==> src/inc/sac_cfg.svh <==
// Constants of the step attenuator control interface, both ends
// Notes on behaviour
// - Select low uses lines, high uses serial
// - Controller changes lines with strobe low, pulses; direct mode changes them with strobe high
// - Strobe high in parallel: lines pass directly
// - Six bits weigh 16,8,4,2,1,0.5 dB
// - Six-stage shift register feeds transparent latch
// - Shifting ignores the strobe level
// - Shift on each rising serial clock edge
// - Strobe high passes shift word; low holds
// - Controller shifts six bits, then pulses strobe
// - Serial clock no faster than 10 MHz
// - Serial clock phases at least 30 ns
// - Strobe pulse 30 ns serial, 10 ns parallel
// - Power-up state held until first word
// - Serial power-up loads from the six lines
// - Parallel power-up, strobe low: select bits choose
// - Parallel power-up, strobe high: lines decide
`ifndef SAC_CFG_SVH
`define SAC_CFG_SVH

// Attenuation word width and bit positions
`define SAC_WORD_W 6
`define SAC_BIT_16DB 5
`define SAC_BIT_8DB 4
`define SAC_BIT_4DB 3
`define SAC_BIT_2DB 2
`define SAC_BIT_1DB 1
`define SAC_BIT_HALF_DB 0

// State before the power-up choice is made
`define SAC_RESET_STATE 6'h00
// Power-up choices in parallel mode with strobe low
`define SAC_PUP_REF 6'h00
`define SAC_PUP_8DB 6'h10
`define SAC_PUP_16DB 6'h20
`define SAC_PUP_MAX 6'h3f

// One step in hundredths of a dB
`define SAC_STEP_CDB 12'h032

// Core clock rate
`define SAC_CORE_MHZ 40
// Serial clock limits
`define SAC_SCLK_MAX_MHZ 10
`define SAC_SCLK_PERIOD_CYC \
  ((`SAC_CORE_MHZ + `SAC_SCLK_MAX_MHZ - 1) / `SAC_SCLK_MAX_MHZ)
`define SAC_SCLK_PHASE_NS 30
`define SAC_SCLK_PHASE_CYC ((`SAC_SCLK_PHASE_NS * `SAC_CORE_MHZ + 999) / 1000)
// Strobe pulse widths
`define SAC_STRB_SER_NS 30
`define SAC_STRB_SER_CYC ((`SAC_STRB_SER_NS * `SAC_CORE_MHZ + 999) / 1000)
`define SAC_STRB_PAR_NS 10
`define SAC_STRB_PAR_CYC ((`SAC_STRB_PAR_NS * `SAC_CORE_MHZ + 999) / 1000)
// Phase length used by the controller, above every minimum above
`define SAC_CTRL_PHASE_CYC 4
// Cycles after reset before the device takes its power-up state
`define SAC_PUP_WAIT_CYC 8
// Cycles the controller holds its boot levels after reset
`define SAC_BOOT_HOLD_CYC 12
// Phase counter width
`define SAC_CNT_W 4

`endif

==> src/inc/sac_pkg.sv <==
// Types shared by both ends of the attenuator control link
`include "sac_cfg.svh"
package sac_pkg;

  // One attenuation word, bit 5 is the 16 dB weight
  typedef logic [`SAC_WORD_W-1:0] sac_word_type;

  // Programming styles the controller offers
  typedef enum logic [1:0]
  {
    SAC_MODE_SERIAL = 2'h0,
    SAC_MODE_LATCHED = 2'h1,
    SAC_MODE_DIRECT = 2'h2
  } sac_cmd_mode_type;

  // Controller sequencer, Gray codes along the usual path
  typedef enum logic [2:0]
  {
    SAC_ST_BOOT = 3'h0,
    SAC_ST_IDLE = 3'h1,
    SAC_ST_SHIFT_LO = 3'h3,
    SAC_ST_SHIFT_HI = 3'h2,
    SAC_ST_SETUP = 3'h6,
    SAC_ST_STROBE = 3'h7,
    SAC_ST_HOLD = 3'h5
  } sac_ctrl_state_type;

endpackage

==> src/inc/sac_link_if.sv <==
// Pin bundle between the attenuator and its controller
`timescale 1ns/1ps
`default_nettype none
interface sac_link_if;
  logic serialData; // Serial data pin
  logic serialClock; // Serial shift clock pin
  logic latchStrobe; // Latch strobe pin
  logic interfaceSelect; // Low parallel, high serial
  logic attenWeight16db; // Weight lines
  logic attenWeight8db;
  logic attenWeight4db;
  logic attenWeight2db;
  logic attenWeight1db;
  logic attenWeightHalfDb;
  logic powerupSelectLow; // Power-up select bits
  logic powerupSelectHigh;

  // Attenuator end only listens
  modport device
  (
    input serialData, serialClock, latchStrobe, interfaceSelect,
    input attenWeight16db, attenWeight8db, attenWeight4db,
    input attenWeight2db, attenWeight1db, attenWeightHalfDb,
    input powerupSelectLow, powerupSelectHigh
  );

  // Controller end drives every pin
  modport ctrl
  (
    output serialData, serialClock, latchStrobe, interfaceSelect,
    output attenWeight16db, attenWeight8db, attenWeight4db,
    output attenWeight2db, attenWeight1db, attenWeightHalfDb,
    output powerupSelectLow, powerupSelectHigh
  );
endinterface
`default_nettype wire

==> src/rtl/sac_atten_ctrl.sv <==
// Controller end: drives the attenuator pins for one command
`timescale 1ns/1ps
`default_nettype none
`include "sac_cfg.svh"
module sac_atten_ctrl
(
  input wire logic core_clk,
  input wire logic rst,
  sac_link_if.ctrl link,
  input wire logic cmdValid,
  input wire sac_pkg::sac_cmd_mode_type cmdMode,
  input wire sac_pkg::sac_word_type cmdWord,
  output logic cmdReady,
  output logic cmdDone,
  input wire logic bootSerial,
  input wire logic bootStrobe,
  input wire sac_pkg::sac_word_type bootWord,
  input wire logic bootSelLow,
  input wire logic bootSelHigh
);

  // Phase length covers clock phases, strobe width, setup and hold
  localparam logic [`SAC_CNT_W-1:0] PhaseLast =
    `SAC_CNT_W'(`SAC_CTRL_PHASE_CYC - 1);
  localparam logic [`SAC_CNT_W-1:0] BootLast =
    `SAC_CNT_W'(`SAC_BOOT_HOLD_CYC - 1);

  sac_pkg::sac_ctrl_state_type state_reg; // Sequencer
  logic [`SAC_CNT_W-1:0] cnt_reg; // Cycles in the current phase
  logic [2:0] bit_reg; // Serial bit index
  logic done_reg; // Completion pulse
  sac_pkg::sac_word_type out_reg; // Word still to shift
  sac_pkg::sac_word_type lines_reg; // Parallel line levels
  sac_pkg::sac_word_type word_reg; // Latched word, put on lines late
  logic data_reg; // Serial data pin
  logic clock_reg; // Serial clock pin, divided from core_clk
  logic strobe_reg; // Strobe pin
  logic select_reg; // Mode pin
  logic selLow_reg; // Power-up select pins
  logic selHigh_reg;
  logic phaseEnd; // Current phase is over
  logic accept; // Command taken this cycle

  assign phaseEnd = (cnt_reg == PhaseLast);
  assign accept = (state_reg == sac_pkg::SAC_ST_IDLE) && cmdValid;

  // Sequencer
  always_ff @(posedge core_clk)
  begin
    if (rst)
      state_reg <= sac_pkg::SAC_ST_BOOT;
    else
    begin
      case (state_reg)
        sac_pkg::SAC_ST_BOOT:
          if (cnt_reg == BootLast)
            state_reg <= sac_pkg::SAC_ST_IDLE;
        sac_pkg::SAC_ST_IDLE:
          if (cmdValid)
          begin
            case (cmdMode)
              sac_pkg::SAC_MODE_SERIAL:
                state_reg <= sac_pkg::SAC_ST_SHIFT_LO;
              sac_pkg::SAC_MODE_LATCHED:
                state_reg <= sac_pkg::SAC_ST_SETUP;
              default:
                state_reg <= sac_pkg::SAC_ST_HOLD;
            endcase
          end
        sac_pkg::SAC_ST_SHIFT_LO:
          if (phaseEnd)
            state_reg <= sac_pkg::SAC_ST_SHIFT_HI;
        sac_pkg::SAC_ST_SHIFT_HI:
          // Six rising edges, then commit
          if (phaseEnd)
            state_reg <= (bit_reg == 3'h5) ? sac_pkg::SAC_ST_SETUP
              : sac_pkg::SAC_ST_SHIFT_LO;
        sac_pkg::SAC_ST_SETUP:
          if (phaseEnd)
            state_reg <= sac_pkg::SAC_ST_STROBE;
        sac_pkg::SAC_ST_STROBE:
          if (phaseEnd)
            state_reg <= sac_pkg::SAC_ST_HOLD;
        sac_pkg::SAC_ST_HOLD:
          if (phaseEnd)
            state_reg <= sac_pkg::SAC_ST_IDLE;
        default:
          state_reg <= sac_pkg::SAC_ST_IDLE;
      endcase
    end
  end

  // Phase counter, restarts whenever a phase ends; in boot it runs on to the boot hold count
  always_ff @(posedge core_clk)
  begin
    if (rst)
      cnt_reg <= '0;
    else if (state_reg == sac_pkg::SAC_ST_IDLE)
      cnt_reg <= '0;
    else if (state_reg == sac_pkg::SAC_ST_BOOT)
      cnt_reg <= cnt_reg + `SAC_CNT_W'(1);
    else if (phaseEnd)
      cnt_reg <= '0;
    else
      cnt_reg <= cnt_reg + `SAC_CNT_W'(1);
  end

  // Bit index across the shift phases
  always_ff @(posedge core_clk)
  begin
    if (rst || accept)
      bit_reg <= 3'h0;
    else if (state_reg == sac_pkg::SAC_ST_SHIFT_HI && phaseEnd)
      bit_reg <= bit_reg + 3'h1;
  end

  // Completion pulse at the end of the hold phase
  always_ff @(posedge core_clk)
  begin
    if (rst)
      done_reg <= 1'b0;
    else
      done_reg <= (state_reg == sac_pkg::SAC_ST_HOLD) && phaseEnd;
  end

  // Serial pins: clock divided down, data most significant first
  always_ff @(posedge core_clk)
  begin
    if (rst)
    begin
      clock_reg <= 1'b0;
      data_reg <= 1'b0;
      out_reg <= '0;
    end
    else if (accept && cmdMode == sac_pkg::SAC_MODE_SERIAL)
    begin
      clock_reg <= 1'b0;
      data_reg <= cmdWord[`SAC_WORD_W-1];
      out_reg <= cmdWord;
    end
    else if (state_reg == sac_pkg::SAC_ST_SHIFT_LO && phaseEnd)
      clock_reg <= 1'b1;
    else if (state_reg == sac_pkg::SAC_ST_SHIFT_HI && phaseEnd)
    begin
      // Data moves only a full phase after the rising edge
      clock_reg <= 1'b0;
      data_reg <= out_reg[`SAC_WORD_W-2];
      out_reg <= {out_reg[`SAC_WORD_W-2:0], 1'b0};
    end
  end

  // Strobe, mode, lines and power-up select pins
  always_ff @(posedge core_clk)
  begin
    if (rst)
    begin
      strobe_reg <= 1'b0;
      select_reg <= 1'b0;
      lines_reg <= '0;
      word_reg <= '0;
      selLow_reg <= 1'b0;
      selHigh_reg <= 1'b0;
    end
    else if (state_reg == sac_pkg::SAC_ST_BOOT)
    begin
      // Levels the attenuator reads when it chooses its first state
      strobe_reg <= bootStrobe;
      select_reg <= bootSerial;
      lines_reg <= bootWord;
      selLow_reg <= bootSelLow;
      selHigh_reg <= bootSelHigh;
    end
    else if (accept)
    begin
      select_reg <= (cmdMode == sac_pkg::SAC_MODE_SERIAL);
      word_reg <= cmdWord;
      if (cmdMode == sac_pkg::SAC_MODE_DIRECT)
      begin
        // Strobe stays high: the lines drive the state live
        strobe_reg <= 1'b1;
        lines_reg <= cmdWord;
      end
      else
        // Strobe low while lines change or bits load
        strobe_reg <= 1'b0;
    end
    else if (state_reg == sac_pkg::SAC_ST_SETUP && cnt_reg == '0 &&
      !select_reg)
      // Lines move a cycle after the strobe drops, never with it, so a
      // strobe left high by direct mode cannot pass the new word early
      lines_reg <= word_reg;
    else if (state_reg == sac_pkg::SAC_ST_SETUP && phaseEnd)
      strobe_reg <= 1'b1;
    else if (state_reg == sac_pkg::SAC_ST_STROBE && phaseEnd)
      strobe_reg <= 1'b0;
  end

  // Pin outputs, each straight from a flip-flop
  assign link.serialData = data_reg;
  assign link.serialClock = clock_reg;
  assign link.latchStrobe = strobe_reg;
  assign link.interfaceSelect = select_reg;
  assign link.attenWeight16db = lines_reg[`SAC_BIT_16DB];
  assign link.attenWeight8db = lines_reg[`SAC_BIT_8DB];
  assign link.attenWeight4db = lines_reg[`SAC_BIT_4DB];
  assign link.attenWeight2db = lines_reg[`SAC_BIT_2DB];
  assign link.attenWeight1db = lines_reg[`SAC_BIT_1DB];
  assign link.attenWeightHalfDb = lines_reg[`SAC_BIT_HALF_DB];
  assign link.powerupSelectLow = selLow_reg;
  assign link.powerupSelectHigh = selHigh_reg;
  assign cmdReady = (state_reg == sac_pkg::SAC_ST_IDLE);
  assign cmdDone = done_reg;

endmodule
`default_nettype wire

==> src/flat_wrapper.sv <==
// flat-port wrapper written by rule: the top's interface ports become plain ports
module sac_atten_ctrl_flat 
  (core_clk, rst, cmdValid, cmdMode, cmdWord, cmdReady, cmdDone, bootSerial, bootStrobe, bootWord, bootSelLow, bootSelHigh, link_serialData, link_serialClock, link_latchStrobe, link_interfaceSelect, link_attenWeight16db, link_attenWeight8db, link_attenWeight4db, link_attenWeight2db, link_attenWeight1db, link_attenWeightHalfDb, link_powerupSelectLow, link_powerupSelectHigh);
  sac_link_if link_i ();
  input wire logic core_clk;
  input wire logic rst;
  input wire logic cmdValid;
  input wire sac_pkg::sac_cmd_mode_type cmdMode;
  input wire sac_pkg::sac_word_type cmdWord;
  output logic cmdReady;
  output logic cmdDone;
  input wire logic bootSerial;
  input wire logic bootStrobe;
  input wire sac_pkg::sac_word_type bootWord;
  input wire logic bootSelLow;
  input wire logic bootSelHigh;
  output wire logic [$bits(link_i.serialData)-1:0] link_serialData;
  output wire logic [$bits(link_i.serialClock)-1:0] link_serialClock;
  output wire logic [$bits(link_i.latchStrobe)-1:0] link_latchStrobe;
  output wire logic [$bits(link_i.interfaceSelect)-1:0] link_interfaceSelect;
  output wire logic [$bits(link_i.attenWeight16db)-1:0] link_attenWeight16db;
  output wire logic [$bits(link_i.attenWeight8db)-1:0] link_attenWeight8db;
  output wire logic [$bits(link_i.attenWeight4db)-1:0] link_attenWeight4db;
  output wire logic [$bits(link_i.attenWeight2db)-1:0] link_attenWeight2db;
  output wire logic [$bits(link_i.attenWeight1db)-1:0] link_attenWeight1db;
  output wire logic [$bits(link_i.attenWeightHalfDb)-1:0] link_attenWeightHalfDb;
  output wire logic [$bits(link_i.powerupSelectLow)-1:0] link_powerupSelectLow;
  output wire logic [$bits(link_i.powerupSelectHigh)-1:0] link_powerupSelectHigh;
  assign link_serialData = link_i.serialData;
  assign link_serialClock = link_i.serialClock;
  assign link_latchStrobe = link_i.latchStrobe;
  assign link_interfaceSelect = link_i.interfaceSelect;
  assign link_attenWeight16db = link_i.attenWeight16db;
  assign link_attenWeight8db = link_i.attenWeight8db;
  assign link_attenWeight4db = link_i.attenWeight4db;
  assign link_attenWeight2db = link_i.attenWeight2db;
  assign link_attenWeight1db = link_i.attenWeight1db;
  assign link_attenWeightHalfDb = link_i.attenWeightHalfDb;
  assign link_powerupSelectLow = link_i.powerupSelectLow;
  assign link_powerupSelectHigh = link_i.powerupSelectHigh;
  sac_atten_ctrl u_core (.core_clk(core_clk), .rst(rst), .link(link_i), .cmdValid(cmdValid), .cmdMode(cmdMode), .cmdWord(cmdWord), .cmdReady(cmdReady), .cmdDone(cmdDone), .bootSerial(bootSerial), .bootStrobe(bootStrobe), .bootWord(bootWord), .bootSelLow(bootSelLow), .bootSelHigh(bootSelHigh));
endmodule
==> config.mk <==
export PLATFORM = sky130hd
export DESIGN_NAME = sac_atten_ctrl_flat
export DESIGN_NICKNAME = d
export VERILOG_FILES = /design/src/inc/sac_pkg.sv /design/src/inc/sac_link_if.sv /design/src/rtl/sac_atten_ctrl.sv /design/src/flat_wrapper.sv
export VERILOG_INCLUDE_DIRS = /design/src /design/src/inc
export SDC_FILE = /design/constraint.sdc
export NUM_CORES = 1
export LEC_CHECK = 0
export BUFFER_PORTS_ARGS = -buffer_cell sky130_fd_sc_hd__buf_2
export CAP_MARGIN = 15
export CORE_MARGIN = 2
export CORE_UTILIZATION = 35
export CTS_BUF_LIST = sky130_fd_sc_hd__clkbuf_4 sky130_fd_sc_hd__clkbuf_8 sky130_fd_sc_hd__clkbuf_16
export DETAILED_ROUTE_END_ITERATION = 8
export HOLD_SLACK_MARGIN = 0.05
export SETUP_SLACK_MARGIN = 0.3
export SYNTH_ARGS = -nofsm -noshare
export SYNTH_HDL_FRONTEND = slang
export SYNTH_SLANG_ARGS = --single-unit
==> constraint.sdc <==
create_clock -name core_clk -period 1.7 [get_ports core_clk]
set_input_delay 0.51 -clock core_clk [delete_from_list [all_inputs] [get_ports core_clk]]
set_output_delay 0.51 -clock core_clk [all_outputs]
set_load 0.1 [all_outputs]
==> flow_summary.ini <==
[die]
core_mm2 = 0.00444
ios = 35
die_y_um = 72.7
die_width_um = 72.7
fp.dieArea_mm2 = 0.00528
rows = 24
initial_utilization = 0.372

[timing]
min_period_ps = 1770
worst_slack_ps = -72.2
hold_violations = 0
maxSlewHeadroom = 0.719
holdWs_ps = 447
skew_ps = 7.82
drv_slew = 0
fin_crit_sh = 1.04
fmax_ghz = 0.564
setup_violations = 6
rsz0062_at_grt = true
setup_tns_ps = -214
worstMarginPinSlew_ps = 421

[yosys]
synth-async-reset-ratio = 0
synthFlopType = dfxtp_1
ys_ff_latch = 34
synth_top_family_by_area = simple AND/OR/NAND/NOR gates
netlist_instances = 185
yosys_warnings = 0
synth_xor_area_frac = 0.0212
synth_edf_count = 0
synthAdderAreaFrac = 0.0303
synth.avg_cell_area_um2 = 8.93
synth_top_area_share = 0.412
synth_area_mm2 = 0.00165
synth-compound-area-share = 0.195
synth.distinct_cells = 48
yosysSeqAreaShare = 0.412
synth_top_area_cell = dfxtp_1
synth_mux_area_frac = 0.0485
synth_nets = 210
yosys-top-cells-area = dfxtp_1 41%, nor2_1 5.2%, mux2i_1 4.8%
synthSimpleGateAreaFrac = 0.244

[placement]
io_buffers = 34
routabilityCongestion = 0.812
placed_cell_area_mm2 = 0.00220
dp.final_hpwl_um = 3250

[detailed_routing]
wl_um = 4660
drt_iter0_markers = 95
routedWlPerCell_um = 15.3
detail_route.vias_per_cell = 5.40
antenna_left = 0
vias = 1648
drc_errors = 0
dr.pass1.iters = 4

[cts]
worst_setup_hold_path_clk_slew_ps = 80
clock_latency_ps = 290
h-tree-depth = 2
root_buffer = clkbuf_8
cts_buffer_depth = 2
hold_buffers = 0
cts_tree = built
cts_sinks = 34
numCtsBuffers = 5

[power_and_ir_drop]
power_density_mw_per_mm2 = 1160
combinationalPowerShare = 0.440
internal_power_mw = 1.87
irDropWorstVdd_uv = 686
p_total_mw = 3.07
seqPwrFrac = 0.318
swShare = 0.390
p_clk_frac = 0.242
switchingPower_mw = 1.20
power_leakage_nw = 1.01

[cells_and_area]
n_antenna_cell = 0
stdcell_area_mm2 = 0.00266
fin_nets = 277
drive_gt1_frac = 0.561
syn_to_final_growth_pct = 60.9

[global_routing]
grt_usage = 0.189
antenna_found_initial = 0
gr-total-overflow = 0
grt_pass1_vias = 1663
grt_max_degree = 15
grt_pass1_wl_um = 7660

[job]
cap_violations = 0

[setup_path]
cp_max_fo = 5
start_kind = flop
cp.required_ps = 1940
crit_type = reg2reg
rr_worst_depth = 5
arrival_ps = 2010
critPathCaptureType = flop

[worst_hold_path]
min_path_cells = 3
hold_path.class = in2reg

[run_status]
status = complete, but fails checks
violations = negative setup slack
-- path summary, 6_finish.rpt --
path	end	start	slack, ps
setup / recovery	u_core.state_reg[1]	u_core.cnt_reg[1]	-70
hold / removal	u_core.link.powerupSelectHigh	bootSelHigh	450
setup reg to reg	u_core.state_reg[1]	u_core.cnt_reg[1]	-70
hold reg to reg	u_core.link.serialData	u_core.out_reg[4]	470
-- cell type report --
type / count / area (um^2)
tap: 52 / 65.1
sequential: 34 / 704
clock buffer: 5 / 68.8
fill: 402 / 1790
timing repair buffer: 72 / 609
multi-input combinational: 131 / 1140
inverter: 8 / 33.8
clock inverter: 3 / 40.0
-- layout by cell type, fill, tap and decap left out, types with 5 or more instances in the layout --
cell / count
buf_6: 19
inv_1: 6
nor3_1: 6
buf_4: 28
dfxtp_2: 16
buf_2: 20
clkbuf_8: 5
nand2_1: 10
mux2i_1: 8
dfxtp_1: 17
nor2_1: 21
-- metal layers --
| layer | routed length (um) | global-route usage | share of wire | vias up |
|---|---|---|---|---|
| met3 | 189 | 0.0497 | 0.041 | 8 |
| li1 | - | - | - | 814 |
| met2 | 2350 | 0.320 | 0.50 | 37 |
| met4 | 79 | 0.0741 | 0.017 | 0 |
| met1 | 2050 | 0.229 | 0.44 | 789 |
| met5 | 0 | 0 | 0 | - |
-- power groups by stage --
stage	Sequential, mW	Combinational (mW)	Clock [mW]
4_1_cts	0.977	1.27	0.759
6_report	0.978	1.35	0.743
5_1_grt	0.988	1.43	0.792
3_3_place_gp	0.978	1.15	0
2_1_floorplan	1.36	0.485	0
3_5_place_dp	0.978	1.16	0
-- timing repair --
| action | CTS | global route |
|---|---|---|
| setup endpoints to repair | 42 | 36 |
| gates cloned | 0 | 0 |
| gates resized for setup | 52 | 17 |
| pin swaps | 12 | 7 |
| buffers inserted | 4 | 6 |
-- logic make-up after synthesis --
family                   after synthesis
flip-flops                            34
adder cells (fa/ha/maj)                4
AO/OA/AOI/OAI                         40
buffers and inverters                 20
multiplexers                           8
XOR/XNOR                               4
AND/OR/NAND/NOR                       75
-- per-stage QoR --
stage	util	setup slack [ps]	cells
6_report	0.598	-72.2	305
3_5_place_dp	0.495	-70.7	287
4_1_cts	0.565	-54.3	299
2_1_floorplan	-	-27.3	185
3_3_place_gp	0.495	-46.1	287
5_1_grt	0.598	-129	305
-- critical path, stage by stage (launching register included) --
cell	delay [ps]
dfxtp_2	350
ha_4	150
or4b_4	460
o211a_4	270
a2111oi_4	280
o221a_1	210
-- Yosys cell counts (2+ instances only) --
cell and instances:
a21oi_1 6, nor2b_1 2, nor3b_1 3, inv_1 8, xnor2_1 3, or3b_2 2, a221oi_1 2, nor4_1 3
a311oi_1 4, nand3_1 4, ha_1 4, nor3_1 7, mux2i_1 8, a222oi_1 4, clkbuf_1 8, a211oi_1 5
and2_1 3, nand2_1 14, or3_1 2, buf_2 3, nor2_1 23, o31ai_1 2, o21ai_0 5, dfxtp_1 34
a2111oi_2 2, nor4b_1 2
(Power assumes the default switching activity.)
